### config.mk
export PLATFORM = sky130hd
export DESIGN_NAME = fpsb_panel
export DESIGN_NICKNAME = d
export VERILOG_FILES = /design/src/rtl/fpsb_activity.v /design/src/rtl/fpsb_panel.v /design/src/rtl/fpsb_sync2.v
export VERILOG_INCLUDE_DIRS = /design/src /design/src/shared
export SDC_FILE = /design/constraint.sdc
export NUM_CORES = 1
export LEC_CHECK = 0
export BUFFER_PORTS_ARGS = -buffer_cell sky130_fd_sc_hd__buf_2
export CORE_MARGIN = 1.5
export CORE_UTILIZATION = 39
export CTS_BUF_LIST = sky130_fd_sc_hd__clkbuf_2 sky130_fd_sc_hd__clkbuf_4 sky130_fd_sc_hd__clkbuf_8
export DETAILED_ROUTE_END_ITERATION = 8
export SLEW_MARGIN = 20
export SYNTH_ARGS = -nofsm -noshare
export SYNTH_HDL_FRONTEND = slang
export SYNTH_SLANG_ARGS = --single-unit
### constraint.sdc
create_clock -name clock_i -period 5.4 [get_ports clock_i]
set_clock_uncertainty 0.2 [all_clocks]
set_input_delay 0.81 -clock clock_i [delete_from_list [all_inputs] [get_ports clock_i]]
set_output_delay 0.81 -clock clock_i [all_outputs]
set_load 0.01 [all_outputs]
### src/shared/fpsb_map.vh
`ifndef FPSB_MAP_VH
`define FPSB_MAP_VH

// Timing bus lines: clock, sync, gate
`define FPSB_TBUS_W        3
`define FPSB_TBUS_CLK      0
`define FPSB_TBUS_SYNC     1
`define FPSB_TBUS_GATE     2
// Connector pin count
`define FPSB_CONN_PINS     26
// Converter channels
`define FPSB_NCHAN         4
// Sensor alarm inputs
`define FPSB_NSENS         4
// Clock rate in kHz
`define FPSB_CLK_KHZ       250000
// PPS pulse is called lost after this many ms without an edge
`define FPSB_PPS_TMO_MS    1500
`define FPSB_PPS_TMO_CYC   ((`FPSB_PPS_TMO_MS) * (`FPSB_CLK_KHZ))
// Blink on-time per received pulse, ms
`define FPSB_BLINK_MS      100
`define FPSB_BLINK_CYC     ((`FPSB_BLINK_MS) * (`FPSB_CLK_KHZ))
// Sample clock is lost after this many system cycles without a toggle
`define FPSB_SCLK_TMO_CYC  64
`define FPSB_SCLK_CNT_W    7
// Counter width for the long counts
`define FPSB_LONG_W        29

`endif

### src/rtl/fpsb_activity.v
`timescale 1ns/1ps
`include "fpsb_map.vh"

// Flags a synchronised input as alive while it keeps changing within TMO cycles
module fpsb_activity #(
    parameter       CW  = 8,
    parameter       TMO = 16
) (
    // Clock and reset
    input  wire         clock_i,
    input  wire         nrst_i,
    input  wire         ce_i,
    // Monitored level, already synchronised
    input  wire         level_i,
    // Status
    output reg          alive_o,
    output wire         rise_o
);

    localparam [CW-1:0] TMO_C = TMO[CW-1:0];

    reg          last;
    reg [CW-1:0] idle_cnt;
    wire         change = level_i ^ last;

    assign rise_o = level_i & ~last;

    always @(posedge clock_i or negedge nrst_i) begin
        if (!nrst_i) begin
            last     <= 1'b0;
            idle_cnt <= {CW{1'b0}};
            alive_o  <= 1'b0;
        end else if (ce_i) begin
            last <= level_i;
            if (change) begin
                idle_cnt <= {CW{1'b0}};
                alive_o  <= 1'b1;
            end else if (idle_cnt >= TMO_C - 1'b1) begin
                alive_o  <= 1'b0;
            end else begin
                idle_cnt <= idle_cnt + 1'b1;
            end
        end
    end

endmodule // fpsb_activity

### src/rtl/fpsb_panel.v
// Functional notes
// - Clock, sync and gate connector pins are each bidirectional.
// - Master role drives clock, sync and gate outward to slaves.
// - Slave role takes clock, sync and gate from the bus as inputs.
// - Master lamp lit exactly while configured as bus master.
// - Link lamp lit once the PCIe link is trained and valid.
// - User lamp has no fixed function; user logic drives it.
// - PPS lamp lit only while a valid PPS input is detected.
// - PPS lamp blinks once per received pulse while valid.
// - Thermal lamp is the OR of all temperature and voltage alarms.
// - Clock lamp lit while a valid sample clock is detected.
// - No converter data is passed on while no sample clock exists.
// - Four overload lamps, each from overload detect or FIFO overrun.
`timescale 1ns/1ps
`include "fpsb_map.vh"

module fpsb_panel #(
    parameter PPS_TMO_CYC = `FPSB_PPS_TMO_CYC,
    parameter BLINK_CYC   = `FPSB_BLINK_CYC
) (
    // Clock, reset, enable
    input  wire                        clock_i,
    input  wire                        nrst_i,
    input  wire                        ce_i,
    // Role and status from on-chip logic
    input  wire                        timing_lead_i,
    input  wire                        pcie_up_i,
    input  wire                        user_defined_i,
    // Asynchronous inputs
    input  wire                        pps_i,
    input  wire [`FPSB_NSENS-1:0]      sensor_alarm_i,
    input  wire                        sample_clk_div_i,
    input  wire [`FPSB_NCHAN-1:0]      adc_ovr_detect_i,
    // Per-channel FIFO overrun and source select
    input  wire [`FPSB_NCHAN-1:0]      fifo_overrun_i,
    input  wire [`FPSB_NCHAN-1:0]      clip_src_fifo_i,
    // Internal timing signals for master drive
    input  wire [`FPSB_TBUS_W-1:0]     tbus_local_i,
    // Timing-bus pins
    input  wire [`FPSB_TBUS_W-1:0]     tbus_pin_i,
    output reg  [`FPSB_TBUS_W-1:0]     tbus_pin_o,
    output reg  [`FPSB_TBUS_W-1:0]     tbus_pin_oe_o,
    // Timing signals used by the board
    output reg  [`FPSB_TBUS_W-1:0]     tbus_use_o,
    // Converter data stream gate
    input  wire                        adc_valid_i,
    output reg                         adc_valid_o,
    // Lamps
    output reg                         pcie_up_led_o,
    output reg                         user_defined_led_o,
    output reg                         timing_lead_led_o,
    output reg                         pps_led_o,
    output reg                         thermal_alarm_led_o,
    output reg                         clk_led_o,
    output reg  [`FPSB_NCHAN-1:0]      adc_clip_led_o
);

    localparam [`FPSB_LONG_W-1:0] PPS_TMO_C = PPS_TMO_CYC[`FPSB_LONG_W-1:0];
    localparam [`FPSB_LONG_W-1:0] BLINK_C   = BLINK_CYC[`FPSB_LONG_W-1:0];

    // Synchronised copies
    wire                       pps_s;
    wire [`FPSB_NSENS-1:0]     alarm_s;
    wire                       sclk_s;
    wire [`FPSB_NCHAN-1:0]     ovr_s;
    wire [`FPSB_TBUS_W-1:0]    tbus_s;

    fpsb_sync2 #(.W(1)) u_sync_pps (
        .clock_i (clock_i),
        .nrst_i  (nrst_i),
        .ce_i    (ce_i),
        .async_i (pps_i),
        .sync_o  (pps_s)
    );

    fpsb_sync2 #(.W(`FPSB_NSENS)) u_sync_alarm (
        .clock_i (clock_i),
        .nrst_i  (nrst_i),
        .ce_i    (ce_i),
        .async_i (sensor_alarm_i),
        .sync_o  (alarm_s)
    );

    fpsb_sync2 #(.W(1)) u_sync_sclk (
        .clock_i (clock_i),
        .nrst_i  (nrst_i),
        .ce_i    (ce_i),
        .async_i (sample_clk_div_i),
        .sync_o  (sclk_s)
    );

    fpsb_sync2 #(.W(`FPSB_NCHAN)) u_sync_ovr (
        .clock_i (clock_i),
        .nrst_i  (nrst_i),
        .ce_i    (ce_i),
        .async_i (adc_ovr_detect_i),
        .sync_o  (ovr_s)
    );

    fpsb_sync2 #(.W(`FPSB_TBUS_W)) u_sync_tbus (
        .clock_i (clock_i),
        .nrst_i  (nrst_i),
        .ce_i    (ce_i),
        .async_i (tbus_pin_i),
        .sync_o  (tbus_s)
    );

    // Sample clock presence: a divided copy must keep toggling
    wire sclk_alive;

    fpsb_activity #(
        .CW  (`FPSB_SCLK_CNT_W),
        .TMO (`FPSB_SCLK_TMO_CYC)
    ) u_sclk_mon (
        .clock_i (clock_i),
        .nrst_i  (nrst_i),
        .ce_i    (ce_i),
        .level_i (sclk_s),
        .alive_o (sclk_alive),
        .rise_o  ()
    );

    // Nonzero test shared by the blink counter and the lamp
    function fpsb_cnt_live;
        input [`FPSB_LONG_W-1:0] cnt;
        begin
            fpsb_cnt_live = (cnt != {`FPSB_LONG_W{1'b0}});
        end
    endfunction

    // PPS validity and blink
    reg                      pps_last;
    reg                      pps_valid;
    reg [`FPSB_LONG_W-1:0]   pps_gap;
    reg [`FPSB_LONG_W-1:0]   blink_cnt;
    wire                     pps_rise = pps_s & ~pps_last;

    always @(posedge clock_i or negedge nrst_i) begin
        if (!nrst_i) begin
            pps_last  <= 1'b0;
            pps_valid <= 1'b0;
            // Start saturated so a lone first pulse after reset is not taken as valid
            pps_gap   <= PPS_TMO_C;
            blink_cnt <= {`FPSB_LONG_W{1'b0}};
        end else if (ce_i) begin
            pps_last <= pps_s;
            if (pps_rise) begin
                // Valid only after a second edge inside the window
                pps_valid <= (pps_gap < PPS_TMO_C);
                pps_gap   <= {`FPSB_LONG_W{1'b0}};
                blink_cnt <= BLINK_C;
            end else begin
                if (pps_gap < PPS_TMO_C) begin
                    pps_gap <= pps_gap + 1'b1;
                end else begin
                    pps_valid <= 1'b0;
                end
                if (fpsb_cnt_live(blink_cnt)) begin
                    blink_cnt <= blink_cnt - 1'b1;
                end
            end
        end
    end

    // Overload lamp source per channel
    wire [`FPSB_NCHAN-1:0] clip_src;
    genvar ch;
    generate
        for (ch = 0; ch < `FPSB_NCHAN; ch = ch + 1) begin : g_clip
            // FIFO overrun is already on this clock, overload detect went through two flops
            assign clip_src[ch] = clip_src_fifo_i[ch] ? fifo_overrun_i[ch]
                                                      : ovr_s[ch];
        end
    endgenerate

    // Picks the local timing lines as master, the other source as slave
    function [`FPSB_TBUS_W-1:0] fpsb_pick;
        input                    lead;
        input [`FPSB_TBUS_W-1:0] own;
        input [`FPSB_TBUS_W-1:0] other;
        begin
            fpsb_pick = lead ? own : other;
        end
    endfunction

    // Every line turns together so the bus never half-drives
    always @(posedge clock_i or negedge nrst_i) begin
        if (!nrst_i) begin
            tbus_pin_oe_o <= {`FPSB_TBUS_W{1'b0}};
        end else if (ce_i) begin
            tbus_pin_oe_o <= {`FPSB_TBUS_W{timing_lead_i}};
        end
    end

    // Slave keeps the driver at 0 so a stray enable never puts a level on the bus
    always @(posedge clock_i or negedge nrst_i) begin
        if (!nrst_i) begin
            tbus_pin_o <= {`FPSB_TBUS_W{1'b0}};
        end else if (ce_i) begin
            tbus_pin_o <= fpsb_pick(timing_lead_i, tbus_local_i,
                                    {`FPSB_TBUS_W{1'b0}});
        end
    end

    // The board always uses the timing that the bus carries in its role
    always @(posedge clock_i or negedge nrst_i) begin
        if (!nrst_i) begin
            tbus_use_o <= {`FPSB_TBUS_W{1'b0}};
        end else if (ce_i) begin
            tbus_use_o <= fpsb_pick(timing_lead_i, tbus_local_i, tbus_s);
        end
    end

    // Samples without a live sample clock would be stale, so the gate closes
    always @(posedge clock_i or negedge nrst_i) begin
        if (!nrst_i) begin
            adc_valid_o <= 1'b0;
        end else if (ce_i) begin
            adc_valid_o <= adc_valid_i & sclk_alive;
        end
    end

    // Link lamp
    always @(posedge clock_i or negedge nrst_i) begin
        if (!nrst_i) begin
            pcie_up_led_o <= 1'b0;
        end else if (ce_i) begin
            pcie_up_led_o <= pcie_up_i;
        end
    end

    // User lamp carries no meaning of its own
    always @(posedge clock_i or negedge nrst_i) begin
        if (!nrst_i) begin
            user_defined_led_o <= 1'b0;
        end else if (ce_i) begin
            user_defined_led_o <= user_defined_i;
        end
    end

    // Master lamp
    always @(posedge clock_i or negedge nrst_i) begin
        if (!nrst_i) begin
            timing_lead_led_o <= 1'b0;
        end else if (ce_i) begin
            timing_lead_led_o <= timing_lead_i;
        end
    end

    // The lamp follows each pulse only while the pulse train is valid
    always @(posedge clock_i or negedge nrst_i) begin
        if (!nrst_i) begin
            pps_led_o <= 1'b0;
        end else if (ce_i) begin
            pps_led_o <= pps_valid & fpsb_cnt_live(blink_cnt);
        end
    end

    // Any single sensor is enough to light the alarm
    always @(posedge clock_i or negedge nrst_i) begin
        if (!nrst_i) begin
            thermal_alarm_led_o <= 1'b0;
        end else if (ce_i) begin
            thermal_alarm_led_o <= |alarm_s;
        end
    end

    // Clock lamp
    always @(posedge clock_i or negedge nrst_i) begin
        if (!nrst_i) begin
            clk_led_o <= 1'b0;
        end else if (ce_i) begin
            clk_led_o <= sclk_alive;
        end
    end

    // Overload lamps
    always @(posedge clock_i or negedge nrst_i) begin
        if (!nrst_i) begin
            adc_clip_led_o <= {`FPSB_NCHAN{1'b0}};
        end else if (ce_i) begin
            adc_clip_led_o <= clip_src;
        end
    end

endmodule // fpsb_panel

### src/rtl/fpsb_sync2.v
`timescale 1ns/1ps
`include "fpsb_map.vh"

module fpsb_sync2 #(
    parameter W = 1
) (
    // Clock and reset
    input  wire         clock_i,
    input  wire         nrst_i,
    input  wire         ce_i,
    // Data
    input  wire [W-1:0] async_i,
    output wire [W-1:0] sync_o
);

    reg [W-1:0] stage1;
    reg [W-1:0] stage2;

    always @(posedge clock_i or negedge nrst_i) begin
        if (!nrst_i) begin
            stage1 <= {W{1'b0}};
            stage2 <= {W{1'b0}};
        end else if (ce_i) begin
            stage1 <= async_i;
            stage2 <= stage1;
        end
    end

    assign sync_o = stage2;

endmodule // fpsb_sync2

==> results.sh <==
export IMPL_io_pins=51
export IMPL_ant_nets=0
export IMPL_dp_hpwl_mm=7.24
export IMPL_finalMaxSlewViolations=0
export IMPL_worstSetupEndpointType="flip-flop"
export IMPL_r2r_slack_ns=2.62
export IMPL_hold_path_class="in2async"
export IMPL_status="finished clean"
export IMPL_dp_cells=729
export IMPL_crit_arrival_ns=2.80
export IMPL_n_fill_cell=1287
export IMPL_synth_ff_type="dfrtp_1"
export IMPL_yosysWarningCount=0
export IMPL_clk_pin_slew_ns=0.11
export IMPL_wire_per_inst_um=14.4
export IMPL_finalCoreUtilization_pct=44.6
export IMPL_rows=42
export IMPL_syn_area_um2=5430
export IMPL_cts_sink_count=112
export IMPL_finalNonFillerCells=745
export IMPL_setup_viol=0
export IMPL_finalSetupTns_ns=0
export IMPL_r2r_cells=6
export IMPL_synthCells=528
export IMPL_core_area_um2=13400
export IMPL_holdBufCountCts=0
export IMPL_p_leak_uw=0.00249
export IMPL_vias_per_cell=5.33
export IMPL_grt_antenna_before_repair=0
export IMPL_slew_headroom_pct=33.7
export IMPL_worst_slew_pin_slew_ns=0.993
export IMPL_reg2reg_to="blink_cnt[21]"
export IMPL_hold_viol=0
export IMPL_numCtsBuffers=9
export IMPL_grt_ovfl_total=0
export IMPL_grt_usage_pct=16.2
export IMPL_grt_pass1_wl_mm=19.0
export IMPL_place_ws_ns=2.50
export IMPL_cts_tree="yes"
export IMPL_synth_area_leader_cell="dfrtp_1"
export IMPL_postSynth_asyncResetShare_pct=100
export IMPL_reg2reg_from="blink_cnt[15]"
export IMPL_peakVddDrop_uv=188
export IMPL_ys_seq_area_share_pct=51.9
export IMPL_placed_cell_area_um2=5800
export IMPL_gp_congestion=0.787
export IMPL_antenna_cells=0
export IMPL_synth_cell_types=56
export IMPL_layout_drive_gt1_share_pct=21.8
export IMPL_die_h_um=121
export IMPL_power_density_nw_per_um2=309
export IMPL_vias=3974
export IMPL_finalCritPeriodShare_pct=51.4
export IMPL_yosys_top_cells_area="dfrtp_1 (46%), mux2_2 (6.6%), dfstp_2 (5.8%)"
export IMPL_wirelength_mm=10.7
export IMPL_drtIter0Drc=149
export IMPL_setup_ws_ns=2.62
export IMPL_grt_max_degree=64
export IMPL_cts_max_level=3
export IMPL_synthToLayoutAreaGrowth_pct=10.2
export IMPL_die_width_um=121
export IMPL_syn_area_per_cell_um2=10.3
export IMPL_crit_type="reg2reg"
export IMPL_max_cap_violations=0
export IMPL_root_buffer="clkbuf_8"
export IMPL_cp_start_kind="flip-flop"
export IMPL_drc=0
export IMPL_critical_path_required_ns=5.42
export IMPL_cts_resized=0
export IMPL_rsz0062_at_grt="no"
export IMPL_clockBufferDepth=2
export IMPL_dieArea_um2=14600
export IMPL_insertion_delay_ns=0.39
export IMPL_synth_edf_count=0
export IMPL_cp_max_fo=11
export IMPL_fmax_ghz=0.360
export IMPL_port_buffers=50
export IMPL_postCtsSetupBuffers=0
export IMPL_synth_nets=563
export IMPL_fin_area_um2=5980
export IMPL_period_needed_ns=2.78
export IMPL_finish_net_count=599
export IMPL_grt_pass1_vias=4059
export IMPL_dr_pass1_iters=6
export IMPL_synth_seq_cells=112
export IMPL_start_util_pct=40.5
export IMPL_synth_top_area_share_pct=46.1
final cells by class:
cell class | instances | area (um^2) | area share [%]
Clock inverter | 6 | 50.0 | 0.837
Sequential cell | 112 | 2820 | 47.1
Timing Repair Buffer | 53 | 275 | 4.60
Multi-Input combinational cell | 372 | 2420 | 40.5
Inverter | 16 | 60.1 | 1.00
Tap cell | 176 | 220 | 3.68
Clock buffer | 10 | 131 | 2.20
metal layers:
metal	vias to the layer above	global-route usage [%]	part of all wire, %
li1	1953	-	-
met1	1934	20.6	47
met2	75	26.5	45
met3	12	4.65	5.8
met4	0	5.96	1.5
met5	-	0	0
cell usage in the layout (no fill, tap or decap), types with 16 or more instances in the layout:
cell type,n
mux2_2,32
xor2_1,16
nor2_1,50
inv_1,16
dfrtp_1,100
buf_2,49
a21oi_1,30
nand3_1,28
o21ai_0,24
nor3_1,18
nand2_1,37
report_power, final:
part	internal [uW]	switching, uW	total (uW)
registers	944	93.3	1040
logic	146	185	331
clock network	181	300	480
total	1270	578	1850
kinds of logic after synthesis:
group                    count (synthesis)  synth area share [%]
AND/OR/NAND/NOR                        212                  20.6
adder cells (fa/ha/maj)                  4                 0.922
buffers and inverters                   44                  3.46
AO/OA/AOI/OAI                           88                  10.4
XOR/XNOR                                28                  4.52
flip-flops                             112                  51.9
multiplexers                            40                  8.12
state kept, by name, summed over array words and instances, names as in the netlist, 3 cells and up:
register             cells
blink_cnt               29
u_sync_alarm.sync_o      4
tbus_use_o               3
u_sync_tbus.stage1       3
u_sync_ovr.sync_o        4
u_sync_ovr.stage1        4
u_sync_tbus.sync_o       3
pps_gap                 29
tbus_pin_o               3
u_sclk_mon.idle_cnt      7
adc_clip_led_o           4
u_sync_alarm.stage1      4
worst max-delay path by stage:
stage                    end  slack, ns          start
2_1_floorplan  blink_cnt[28]       3.00   blink_cnt[5]
3_3_place_gp      pps_gap[3]       2.56           ce_i
3_5_place_dp      pps_gap[4]       2.50           ce_i
4_1_cts          pps_gap[27]       2.64    pps_gap[15]
5_1_grt         blink_cnt[1]       2.35  blink_cnt[15]
6_report       blink_cnt[21]       2.62  blink_cnt[15]
critical path, stage by stage, from the launching register on:
cell and delay [ns]:
dfrtp_1 0.42, or4_1 0.53, nor2_1 0.59, nand2_1 0.19, nor3b_4 0.41, and3_1 0.20
o21ai_0 0.06
metrics by stage:
| stage | hold WS [ns] | total power, uW |
|---|---|---|
| 2_1_floorplan | 0.264 | 1280 |
| 3_3_place_gp | 0.284 | 1370 |
| 3_5_place_dp | 0.289 | 1390 |
| 4_1_cts | 0.316 | 1880 |
| 5_1_grt | 0.328 | 1960 |
| 6_report | 0.306 | 1850 |
cell usage after synthesis (all sizes together), types with 2 or more instances:
cell type	n
nor4	11
xnor2	12
nand2b	5
or4	7
or3	14
o21bai	2
inv	16
dfrtp	100
a21oi	31
nand4	13
nand2	37
dfstp	12
o21ai	25
buf	8
xor2	16
and3	8
a31o	4
o2bb2ai	2
nor2	51
and2	2
clkbuf	20
o31ai	5
mux2i	8
o211ai	3
ha	4
nor4bb	2
a211oi	2
o21a	7
mux2	32
nor3	18
and4	4
nor2b	6
nand3	29
Note: power is estimated with default switching activity, not from simulation.
